### config.mk
export PLATFORM = sky130hd
export DESIGN_NAME = mpcd_top
export DESIGN_NICKNAME = d
export VERILOG_FILES = /design/src/hw/mpcd_pkg.sv /design/src/hw/mpcd_top.sv /design/src/hw/mpcd_phase_gen.sv
export VERILOG_INCLUDE_DIRS = /design/src /design/src/hw
export SDC_FILE = /design/constraint.sdc
export NUM_CORES = 1
export LEC_CHECK = 0
export ABC_AREA = 1
export BUFFER_PORTS_ARGS = -buffer_cell sky130_fd_sc_hd__buf_2
export CAP_MARGIN = 30
export CORE_MARGIN = 5
export CORE_UTILIZATION = 35
export DETAILED_ROUTE_END_ITERATION = 10
export PLACE_DENSITY_LB_ADDON = 0.15
export SYNTH_ARGS = -nofsm -noshare
export SYNTH_HDL_FRONTEND = slang
export SYNTH_SLANG_ARGS = --single-unit
### constraint.sdc
create_clock -name clk -period 3 [get_ports clk]
set_input_delay 0.3 -clock clk [delete_from_list [all_inputs] [get_ports clk]]
set_output_delay 0.3 -clock clk [all_outputs]
set_load 0.005 [all_outputs]
### src/hw/mpcd_defines.svh
// Constants for the multiphase clock divider: factors, counts, reset values.
// Assumes inclusion by bare name from the design files.
`ifndef MPCD_DEFINES_SVH
`define MPCD_DEFINES_SVH

`define MPCD_PRE_W 7
`define MPCD_PRE_LOW 7'd1
`define MPCD_PRE_OPEN 7'd10
`define MPCD_PRE_HIGH 7'd100
`define MPCD_PRE_ZERO 7'd0
`define MPCD_PRE_ONE 7'd1

`define MPCD_LFSR_W 9
`define MPCD_LFSR_SEED 9'h001
`define MPCD_LFSR_TAP_HI 8
`define MPCD_LFSR_TAP_LO 4
`define MPCD_DAC_W 7
`define MPCD_DAC_ZERO 7'h00
`define MPCD_LFSR_LOW_ZERO 8'h00
`define MPCD_GND_SYNC_INIT 3'h7
`define MPCD_TRI_UNSET 2'h3

`define MPCD_STEP_W 12
`define MPCD_STEP_DIV 12'd3200
`define MPCD_STEP_ZERO 12'd0
`define MPCD_STEP_ONE 12'd1

`define MPCD_RING_W 4
`define MPCD_RING3_INIT 4'h1
`define MPCD_RING4_INIT 4'h3
`define MPCD_RING_ZERO 4'h0

`endif

### src/hw/mpcd_pkg.sv
// Types shared by the multiphase clock divider files.
// Assumes strap levels arrive already decoded into low, open or high codes.
package mpcd_pkg;

    typedef enum logic [1:0] {
        MPCD_TRI_LOW = 2'h0,
        MPCD_TRI_OPEN = 2'h1,
        MPCD_TRI_HIGH = 2'h2
    } mpcd_tri_t;

    typedef struct packed {
        mpcd_tri_t mode;
        logic [3:0] ring;
        logic [3:0] ph;
    } mpcd_pg_state_t;

    typedef struct packed {
        mpcd_tri_t div_s1;
        mpcd_tri_t div_s2;
        mpcd_tri_t div_s3;
        mpcd_tri_t div_sel;
        mpcd_tri_t lane_s1;
        mpcd_tri_t lane_s2;
        mpcd_tri_t lane_s3;
        mpcd_tri_t lane_sel;
        logic [2:0] gnd_s;
        logic gnd;
        logic [6:0] pre_cnt;
        logic tick;
        logic half;
        logic [11:0] step_cnt;
        logic [8:0] lfsr;
        logic [6:0] dac;
        logic mod_en;
    } mpcd_top_state_t;

endpackage

### src/hw/mpcd_top.sv
// Multiphase clock divider: prescaler, strap capture, phase generator and
// pseudorandom downspread source for the modulation converter.
// Assumes clk is the master oscillator; straps are decoded three-level codes.
// The divide-by-one two-phase case puts clk itself on the pins; all else is flops.
`timescale 1ns/1ps
`include "mpcd_defines.svh"

// Functional notes
// - Prescaler divides by 1, 10 or 100
// - Two-phase divide-by-one forwards master clock unchanged
// - Lane select: 2, 3 or 4 phases
// - Prescaler steps generator; lanes drive pins
// - Output rate is master over N times M
// - Three/four phase divide further, mode duty
// - Grounded spread input stops modulation logic
// - Modulation only lowers frequency below maximum
// - Two-phase: inverse pair, half duty, copied
// - Three-phase: shift register, third duty, lag
// - Four-phase: flops, half duty, quarter lag
// - Nine-bit sequence, master/3200, 512 steps
module mpcd_top
    import mpcd_pkg::*;
#(
    // Divide factors per prescale strap code; each must fit the prescale counter
    parameter logic [6:0] PRE_LOW = `MPCD_PRE_LOW,
    parameter logic [6:0] PRE_OPEN = `MPCD_PRE_OPEN,
    parameter logic [6:0] PRE_HIGH = `MPCD_PRE_HIGH,
    // Master cycles per sequence step; limited by the 12-bit step counter
    parameter logic [11:0] STEP_DIV = `MPCD_STEP_DIV
)
(
    input wire logic clk,
    input wire logic nrst,
    input wire mpcd_tri_t div_select_code,
    input wire mpcd_tri_t lane_count_select,
    input wire logic spread_amount_grounded,
    output logic phase_output_1,
    output logic phase_output_2,
    output logic phase_output_3,
    output logic phase_output_4,
    output logic spread_spectrum_modulation,
    output logic [6:0] spread_dac_code
);

    mpcd_top_state_t st_r;
    mpcd_top_state_t st_nxt;
    logic [6:0] pre_factor;
    logic [3:0] phases;
    logic pass_clk;
    logic lfsr_taps;
    logic lfsr_fill;
    logic lfsr_fb;
    logic div_is_low;
    logic lane_is_low;

    ////////////////////////////////////////////////////////////////////////////
    // strap to divide factor
    // An unknown code falls back to the fastest setting rather than stalling
    always_comb
    begin
        unique case (st_r.div_sel)
            MPCD_TRI_LOW: pre_factor = PRE_LOW;
            MPCD_TRI_OPEN: pre_factor = PRE_OPEN;
            MPCD_TRI_HIGH: pre_factor = PRE_HIGH;
            default: pre_factor = PRE_LOW;
        endcase
    end

    assign lfsr_taps = st_r.lfsr[`MPCD_LFSR_TAP_HI] ^ st_r.lfsr[`MPCD_LFSR_TAP_LO];
    // The zero-fill term splices the all-zero state into the maximal loop,
    // so any seed works and the loop still holds 512 states
    assign lfsr_fill = (st_r.lfsr[`MPCD_LFSR_TAP_HI-1:0] == `MPCD_LFSR_LOW_ZERO);
    assign lfsr_fb = lfsr_taps ^ lfsr_fill;

    ////////////////////////////////////////////////////////////////////////////
    always_comb
    begin
        st_nxt = st_r;
        // three-flop strap capture
        // A level is adopted only once stages two and three agree, so a pin
        // caught mid-swing never reaches the mode decode
        st_nxt.div_s1 = div_select_code;
        st_nxt.div_s2 = st_r.div_s1;
        st_nxt.div_s3 = st_r.div_s2;
        if (st_r.div_s2 == st_r.div_s3)
        begin
            st_nxt.div_sel = st_r.div_s3;
        end
        st_nxt.lane_s1 = lane_count_select;
        st_nxt.lane_s2 = st_r.lane_s1;
        st_nxt.lane_s3 = st_r.lane_s2;
        if (st_r.lane_s2 == st_r.lane_s3)
        begin
            st_nxt.lane_sel = st_r.lane_s3;
        end

        st_nxt.gnd_s[0] = spread_amount_grounded;
        st_nxt.gnd_s[1] = st_r.gnd_s[0];
        st_nxt.gnd_s[2] = st_r.gnd_s[1];
        if (st_r.gnd_s[1] == st_r.gnd_s[2])
        begin
            st_nxt.gnd = st_r.gnd_s[2];
        end

        // prescaler step every N
        // The count wraps at factor minus one; a factor of one ticks every cycle
        if (st_r.pre_cnt + `MPCD_PRE_ONE >= pre_factor)
        begin
            st_nxt.pre_cnt = `MPCD_PRE_ZERO;
        end
        else
        begin
            st_nxt.pre_cnt = st_r.pre_cnt + `MPCD_PRE_ONE;
        end
        st_nxt.tick = (st_nxt.pre_cnt == `MPCD_PRE_ZERO);
        st_nxt.half = (st_nxt.pre_cnt < (pre_factor >> 1));

        // grounded input parks modulation
        // Parking reseeds the sequence so every enable starts from one point
        if (st_r.gnd)
        begin
            st_nxt.step_cnt = `MPCD_STEP_ZERO;
            st_nxt.lfsr = `MPCD_LFSR_SEED;
            st_nxt.dac = `MPCD_DAC_ZERO;
            st_nxt.mod_en = 1'b0;
        end
        else
        begin
            st_nxt.mod_en = 1'b1;
            if (st_r.step_cnt + `MPCD_STEP_ONE >= STEP_DIV)
            begin
                st_nxt.step_cnt = `MPCD_STEP_ZERO;
                st_nxt.lfsr = {st_r.lfsr[7:0], lfsr_fb};
            end
            else
            begin
                st_nxt.step_cnt = st_r.step_cnt + `MPCD_STEP_ONE;
            end
            // code only subtracts from the maximum
            // Code zero means no pull-down; larger codes only lower the rate
            st_nxt.dac = st_r.lfsr[`MPCD_DAC_W-1:0];
        end
    end

    always_ff @(posedge clk)
    begin
        if (!nrst)
        begin
            // The lane strap reads as unset until captured: lanes stay low and
            // the clock pass-through stays shut instead of guessing a mode
            st_r <= '{
                div_s1: MPCD_TRI_LOW,
                div_s2: MPCD_TRI_LOW,
                div_s3: MPCD_TRI_LOW,
                div_sel: MPCD_TRI_LOW,
                lane_s1: mpcd_tri_t'(`MPCD_TRI_UNSET),
                lane_s2: mpcd_tri_t'(`MPCD_TRI_UNSET),
                lane_s3: mpcd_tri_t'(`MPCD_TRI_UNSET),
                lane_sel: mpcd_tri_t'(`MPCD_TRI_UNSET),
                gnd_s: `MPCD_GND_SYNC_INIT,
                gnd: 1'b1,
                pre_cnt: `MPCD_PRE_ZERO,
                tick: 1'b0,
                half: 1'b0,
                step_cnt: `MPCD_STEP_ZERO,
                lfsr: `MPCD_LFSR_SEED,
                dac: `MPCD_DAC_ZERO,
                mod_en: 1'b0
            };
        end
        else
        begin
            st_r <= st_nxt;
        end
    end

    ////////////////////////////////////////////////////////////////////////////
    // prescaler steps the generator
    mpcd_phase_gen u_phase_gen (
        .clk(clk),
        .nrst(nrst),
        .lane_mode(st_r.lane_sel),
        .step(st_r.tick),
        .half(st_r.half),
        .phases(phases)
    );

    // divide-by-one two-phase forwards clk
    // Flops cannot toggle at the clock rate, so this one case passes clk itself
    // Shut in reset and while the lane strap is still unset
    assign div_is_low = (st_r.div_sel == MPCD_TRI_LOW);
    assign lane_is_low = (st_r.lane_sel == MPCD_TRI_LOW);
    assign pass_clk = nrst && div_is_low && lane_is_low;

    // inverse pair from the same source
    // Both halves of each pair pass one mux level, keeping their edges
    // matched; an inverter after the first lane would skew the second
    always_comb
    begin
        if (pass_clk)
        begin
            phase_output_1 = clk;
            phase_output_2 = ~clk;
            phase_output_3 = clk;
            phase_output_4 = ~clk;
        end
        else
        begin
            phase_output_1 = phases[0];
            phase_output_2 = phases[1];
            phase_output_3 = phases[2];
            phase_output_4 = phases[3];
        end
    end
    assign spread_spectrum_modulation = st_r.mod_en;
    assign spread_dac_code = st_r.dac;

endmodule

### src/hw/mpcd_phase_gen.sv
// Multiphase generator: turns prescaler steps into 2-, 3- or 4-phase lanes.
// Assumes step and half come from flops on the same clock.
`timescale 1ns/1ps
`include "mpcd_defines.svh"

module mpcd_phase_gen
    import mpcd_pkg::*;
(
    input wire logic clk,
    input wire logic nrst,
    input wire mpcd_tri_t lane_mode,
    input wire logic step,
    input wire logic half,
    output logic [3:0] phases
);

    mpcd_pg_state_t st_r;
    mpcd_pg_state_t st_nxt;

    ////////////////////////////////////////////////////////////////////////////
    always_comb
    begin
        st_nxt = st_r;
        st_nxt.mode = lane_mode;
        if (lane_mode != st_r.mode)
        begin
            // Restart the ring so a new mode never starts from a foreign pattern
            st_nxt.ring = (lane_mode == MPCD_TRI_HIGH) ? `MPCD_RING4_INIT : `MPCD_RING3_INIT;
        end
        else if (step)
        begin
            unique case (lane_mode)
                MPCD_TRI_OPEN: st_nxt.ring = {1'b0, st_r.ring[1:0], st_r.ring[2]};
                MPCD_TRI_HIGH: st_nxt.ring = {st_r.ring[2:0], st_r.ring[3]};
                default: st_nxt.ring = st_r.ring;
            endcase
        end
        unique case (st_r.mode)
            MPCD_TRI_LOW: st_nxt.ph = {~half, half, ~half, half};
            MPCD_TRI_OPEN: st_nxt.ph = {1'b0, st_r.ring[2:0]};
            MPCD_TRI_HIGH: st_nxt.ph = st_r.ring;
            default: st_nxt.ph = `MPCD_RING_ZERO;
        endcase
    end

    always_ff @(posedge clk)
    begin
        if (!nrst)
        begin
            // Unset mode keeps every lane low until the strap is known
            st_r.mode <= mpcd_tri_t'(`MPCD_TRI_UNSET);
            st_r.ring <= `MPCD_RING_ZERO;
            st_r.ph <= `MPCD_RING_ZERO;
        end
        else
        begin
            st_r <= st_nxt;
        end
    end

    assign phases = st_r.ph;

endmodule

==> summary.txt, run 1 <==
Run status
  – Status: finished clean

Route
  – WL per Instance: 10.4 um
  – DR WL met3: around 350 um
  – ANT nets after route: 0
  – Via count: ~2300
  – DR iter-0 viols: 70
  – Number of remaining DRC errors: 0
  – Total length of routed met2 wires: 2520 um
  – Drt first pass iters: 4
  – Top sig layer: met4
  – Met1 WL: between 2000 and 2500 um
  – Via density: ~4.4
  – DRT Wirelength: 5410 um

Run
  – Max cap viols: 0

Worst setup path
  – CP peak stage delay: 0.13 ns
  – Most frequent CP cell: clkbuf_8
  – Worst EP arrival: 2.64 ns
  – CP cell instances: clkbuf_8 -> clkbuf_8 -> clkbuf_8 -> clkbuf_8 -> clkbuf_8 -> clkbuf_8 -> nand2_4 -> clkbuf_8 -> o21a_1 -> buf_2
  – Slowest-stage cell, CP: o21a_1
  – Worst setup path class: clock port to output pin
  – CP endpoint kind: output pin
  – Critical Path Start Type: clock port
  – Required time of the critical path: 2.70 ns
  – CP max FO: 2

Global route
  – Pin count of the biggest net entering global routing: 17
  – Vias in the first global route: 2242
  – First-pass GRT wire length: 9250 um
  – Total GRT Usage: 11.4%
  – Total grt overflow: 0
  – Initial antenna violation count: 0

Floorplanning
  – Die span in x: 103 um
  – Total core area: 8300 sq um
  – Die footprint: approximately 11000 sq um
  – Initial Util: 36.3%
  – Die Ht: 103 um
  – IO Pins: 19
  – # rows: 33

Logic synthesis
  – Synth area leader: dfxtp_1
  – YS warnings: 0
  – Yosys top cell area share: 45.1%
  – EDFF count, synth: 0
  – Yosys cell types: 30
  – Sequential fraction of the synthesis area: 45.1%
  – Syn_area_per_cell: roughly 8 sq um
  – Mapped Nets: 408
  – Cell count after synthesis: approximately 380
  – Cells taking the most area after synthesis: dfxtp_1 45%, nand2_1 8.5%, inv_1 8.1%
  – Ys async rst share: 0%
  – Yosys reg bits: 68
  – Cell Area, Synth: 3020 sq um
  – Top_reg_cell synth: dfxtp_1

Timing
  – Slew margin rel.: 65.4%
  – Actual slew at the worst max-slew pin: roughly 0.52 ns
  – Fin Setup TNS: 0 ns
  – Slew Limit Fails: 0
  – Hold Vio Cnt, Final: 0
  – RSZ-0062 raised after global routing: true
  – Final setup fails: 0
  – Final Skew: approximately 0.012 ns

Placement
  – Buffers on Ports: 18
  – Final HPWL DP: 3810 um
  – Placed Area: 3170 sq um
  – Routability congestion estimate: about 0.83

Clock network
  – Worst-path clk slew: about 0.07 ns
  – Cts hold-fix bufs: 0
  – Worst skew pair latency: 0.44 ns
  – TritonCTS clock tree: built

Finish
  – Area grow syn2layout: 15.9%
  – Share of cells above drive strength 1: between 15 and 20%
  – Ant. Diodes: 0
  – Fin nets: 436
  – Post-route cell area: between 3000 and 4000 sq um
  – Finished Core Util: a little over two fifths

Pwr
  – Max IR drop VDD: 0.312 mV
  – Total power: 2.20 mW
  – Power per cell area: 629 nW/um^2
  – Lkg Pwr: 1.63 nW

Hold path
  – Worst hold path type: primary input to flip-flop
logic make-up after synthesis:
| group | after synthesis | share of synthesized area (%) |
|---|---|---|
| simple gates | 164 | 24.8 |
| flops | 68 | 45.1 |
| buf+inv | 77 | 10.7 |
| xor+xnor | 12 | 3.48 |
| compound gates | 44 | 8.38 |
| fa+ha+maj | 18 | 7.47 |
synth_stat cells (4+ instances only):
library cell   n
a21oi_1       26
buf_4          7
dfxtp_1       68
ha_1          18
inv_1         65
nand2_1       68
nand3_1       28
nand4_1        5
nor2_1        37
nor3_1         4
o21a_1         4
o21ai_0        7
or2_2          9
xor2_1        10
power breakdown:
part,leakage (nW),total [mW],switching [mW],internal (mW)
Sequential,0.553,0.965,0.0222,0.942
Combinational,0.876,0.256,0.161,0.0950
Clock,0.201,0.979,0.399,0.580
Total,1.63,2.20,0.582,1.62
metal layers:
metal | vias to the layer above | track usage (%)
li1 | 1246 | -
met1 | 1009 | 12.2
met4 | 0 | 6.08
met3 | 8 | 6.90
met2 | 45 | 17.7
met5 | - | 0
through the flow:
step	hold WS [ns]	std cells	setup slack, ns
2_1_floorplan	0.390	383	0.594
3_3_place_gp	0.396	496	0.379
3_5_place_dp	0.399	496	0.243
4_1_cts	0.0113	520	0.00686
5_1_grt	0.00409	520	-0.00467
6_report	0.0382	520	0.0572
repair_timing:
| item | 4_1_cts | 5_1_grt |
|---|---|---|
| endpoints found under the setup margin | 2 | 2 |
| setup buffers | 0 | 0 |
| gates resized for setup | 2 | 1 |
| endpoints found under the hold margin | 0 | 0 |
worst max-delay path, delay by kind of cell:
family	cells	cell delay (ns)
compound gates	1	0.13
simple gates	1	0.07
buf+inv	8	0.94
area by class of cell:
cell class              instances  area (sq um)
multi-input cells             238          1340
flip-flops and latches         68          1360
clock inverters                 7          67.6
fillers                       850          4800
inverters                      64           240
well taps                     105           131
clock buffers                  22           268
repair buffers                 16          85.1
placed cells by master, fill, tap and decap left out, drive strengths merged:
cell,count
dfxtp,68
bufinv,1
clkinv,1
o211ai,2
ha,18
nor2,41
nand2,72
nand3,28
clkinvlp,3
a21oi,29
nor4,1
xnor2,2
xor2,10
nand3b,2
a21boi,1
inv,66
buf,20
and3,1
or2,9
nor3,5
o21a,4
nand4,5
o21ai,7
clkbuf,18
o221ai,1
flip-flops by register name, summed over array words and instances, names as in the netlist:
| register | cells |
|---|---|
| st_r | 40 |
| st_nxt | 10 |
| spread_dac_code | 7 |
| u_phase_gen.st_r | 6 |
| u_phase_gen.phases | 4 |
| spread_spectrum_modulation | 1 |
final timing paths:
kind / startpoint / end / slack (ns) / cells after the start
max reg2reg: st_r[31] / st_r[29] / 0.31 / 18
max: clk / phase_output_4 / 0.06 / 10
min reg2reg: st_nxt[40] / st_nxt[41] / 0.41 / 1
min: div_select_code[0] / st_nxt[54] / 0.04 / 3
No activity file was read; power rests on OpenSTA's default activity.
==> run 2, diff against run 1 <==
--- a/config.mk
+++ b/config.mk
@@ -7,12 +7,16 @@
 export NUM_CORES = 1
 export LEC_CHECK = 0
 export ABC_AREA = 1
+export ABC_CLOCK_PERIOD_IN_PS = 3000
 export BUFFER_PORTS_ARGS = -buffer_cell sky130_fd_sc_hd__buf_2
 export CAP_MARGIN = 30
+export CELL_PAD_IN_SITES_DETAIL_PLACEMENT = 1
+export CELL_PAD_IN_SITES_GLOBAL_PLACEMENT = 2
 export CORE_MARGIN = 5
 export CORE_UTILIZATION = 35
 export DETAILED_ROUTE_END_ITERATION = 10
 export PLACE_DENSITY_LB_ADDON = 0.15
+export RECOVER_POWER = 25
 export SYNTH_ARGS = -nofsm -noshare
 export SYNTH_HDL_FRONTEND = slang
 export SYNTH_SLANG_ARGS = --single-unit
==> run 2 against run 1 <==
Net effect:
- non-clock buffer count unchanged
- core utilization increased by 0.54 points
- flip-flop and latch count unchanged
- cell area rose by 1.3%
- sequential power barely moved
- highest routed layer unchanged
- cell count stayed put
- sequential share of layout area fell by 0.50 points
- clock skew is 0.0039 ns lower
- register-to-register slack about the same
- power increased by 9.0%
- combinational power rose by 3%
- count of clock-buffer cells in the layout stayed put
==> summary.txt, run 2 (synthesis gave the netlist of run 1 again) <==
Route
  – ANT nets after route: 0 (unchanged)
  – DRT Wirelength: 6300 um (was 5410 um)
  – Via density: 4.64 (was 4.44)
  – Drt first pass iters: 4 (unchanged)
  – Number of remaining DRC errors: 0 (unchanged)
  – Via count: 2412 (was 2308)
  – WL per Instance: 12.1 um (was 10.4 um)
  – DR iter-0 viols: 50 (was 70)

Pwr
  – Lkg Pwr: 1.65 nW (was 1.63 nW)
  – Power per cell area: 677 nW/um^2 (was 629 nW/um^2)
  – Max IR drop VDD: 0.317 mV (was 0.312 mV)
  – Total power: 2.40 mW (was 2.20 mW)

Worst setup path
  – Critical Path Start Type: clock port (unchanged)
  – CP endpoint kind: output pin (unchanged)
  – CP cell instances: clkbuf_8 -> clkbuf_8 -> clkbuf_8 -> clkbuf_8 -> clkbuf_8 -> clkbuf_8 -> nand2_4 -> buf_8 -> o21a_1 -> buf_2 (was clkbuf_8 -> clkbuf_8 -> clkbuf_8 -> clkbuf_8 -> clkbuf_8 -> clkbuf_8 -> nand2_4 -> clkbuf_8 -> o21a_1 -> buf_2)
  – Delay-heaviest family, CP: buffers and inverters (unchanged)
  – CP peak stage delay: 0.14 ns (was 0.13 ns)
  – Buf/Inv on CP: 8 (unchanged)
  – Most frequent CP cell: clkbuf_8 (unchanged)
  – Slowest-stage cell, CP: o21a_1 (unchanged)
  – Worst setup path class: clock port to output pin (unchanged)
  – Required time of the critical path: 2.70 ns (about the same)
  – CP max FO: 2 (unchanged)
  – Worst EP arrival: 2.64 ns (about the same)

Global route
  – Total grt overflow: 0 (unchanged)
  – Total GRT Usage: 13.8% (was 11.4%)
  – Pin count of the biggest net entering global routing: 17 (unchanged)
  – Vias in the first global route: 2466 (was 2242)
  – First-pass GRT wire length: 10800 um (was 9250 um)
  – Initial antenna violation count: 0 (unchanged)

Clock network
  – TritonCTS clock tree: built (unchanged)
  – Worst skew pair latency: 0.45 ns (was 0.44 ns)
  – Setup Fix Bufs, Post-CTS: 0 (unchanged)
  – Cts hold-fix bufs: 0 (unchanged)
  – Worst-path clk slew: 0.08 ns (was 0.07 ns)

Finish
  – Post-route cell area: 3540 sq um (was 3500 sq um)
  – Commonest non-fill, non-tap cells in the layout: 68 x dfxtp_1, 67 x nand2_1, 65 x inv_1 (unchanged)
  – Most common cell after layout, fill and taps aside: dfxtp_1 (unchanged)
  – Area grow syn2layout: 17.4% (was 15.9%)
  – Most flops, register: st_r (unchanged)
  – Max reg flops: 40 (unchanged)
  – Fin nets: 436 (unchanged)
  – Ant. Diodes: 0 (unchanged)
  – Share of cells above drive strength 1: 15.7% (was 16.1%)

Hold path
  – Worst hold path type: primary input to flip-flop (unchanged)

Timing
  – Final Skew: 0.00790 ns (was 0.0118 ns)
  – Fin Setup TNS: 0 ns (unchanged)
  – Slew margin rel.: 61.6% (was 65.4%)
  – Final setup fails: 0 (unchanged)
  – Slew Limit Fails: 0 (unchanged)
  – Worst Hold Slack: 0.0309 ns (was 0.0382 ns)
  – Actual slew at the worst max-slew pin: 0.576 ns (was 0.518 ns)
  – Hold Vio Cnt, Final: 0 (unchanged)
  – RSZ-0062 raised after global routing: false (was true)

Floorplanning
  – Die footprint: 10600 sq um (unchanged)
  – Total core area: 8300 sq um (unchanged)
  – IO Pins: 19 (unchanged)
  – # rows: 33 (unchanged)
  – Die span in x: 103 um (unchanged)
  – Initial Util: 36.3% (unchanged)
  – Die Ht: 103 um (unchanged)

Placement
  – Routability congestion estimate: 0.776 (was 0.830)
  – Placed Area: 3170 sq um (unchanged)
  – Final HPWL DP: 4440 um (was 3810 um)
  – Buffers on Ports: 18 (unchanged)

Run status
  – Status: finished clean (unchanged)

Run
  – Max cap viols: 0 (unchanged)
-- run 2: per-layer routing --
metal	routed length [um]	track usage, %	vias up	share of wire, %
li1	-	-	1247	-
met1	2940	15.5	1101	47
met2	2840	19.9	42	45
met3	280	6.77	22	4.4
met4	233	10.8	0	3.7
met5	0	0	-	0
-- run 2: area by class of cell --
type	count	area, sq um
Inverter	64	240
Fill cell	1028	4760
Tap cell	105	131
Clock buffer	22	270
Multi-Input combinational cell	238	1340
Timing Repair Buffer	16	80.1
Sequential cell	68	1360
Clock inverter	7	115
-- run 2: worst paths after layout --
check             cells after the start  slack [ns]          startpoint              to
setup / recovery                     10        0.06                 clk  phase_output_2
hold reg to reg                       2        0.42          st_nxt[55]      st_nxt[53]
hold / removal                        3        0.03  div_select_code[1]      st_nxt[55]
setup reg to reg                     18        0.31            st_r[31]        st_r[29]
-- run 2: stage by stage --
stage	instances	util, %	setup WS [ns]
final	520	42.7	0.0587
after floorplan	383	-	0.594
after global routing	520	42.7	0.00256
after detailed placement	496	38.2	0.240
after global placement	496	38.2	0.362
after CTS	520	42.7	0.00575
-- run 2: worst min-delay path: stages --
cell     delay [ns]
buf_2          0.08
nand2_1        0.04
inv_1          0.04
-- run 2: timing repair --
item / CTS / global route
endpoints found under the setup margin: 2 / 2
hold endpoints to repair: 0 / 0
resized for setup: 2 / 3
-- run 2: power by group --
group	internal (mW)	switching (mW)	total [mW]
combinational	0.0942	0.169	0.263
clock	0.751	0.418	1.17
sequential	0.942	0.0230	0.965
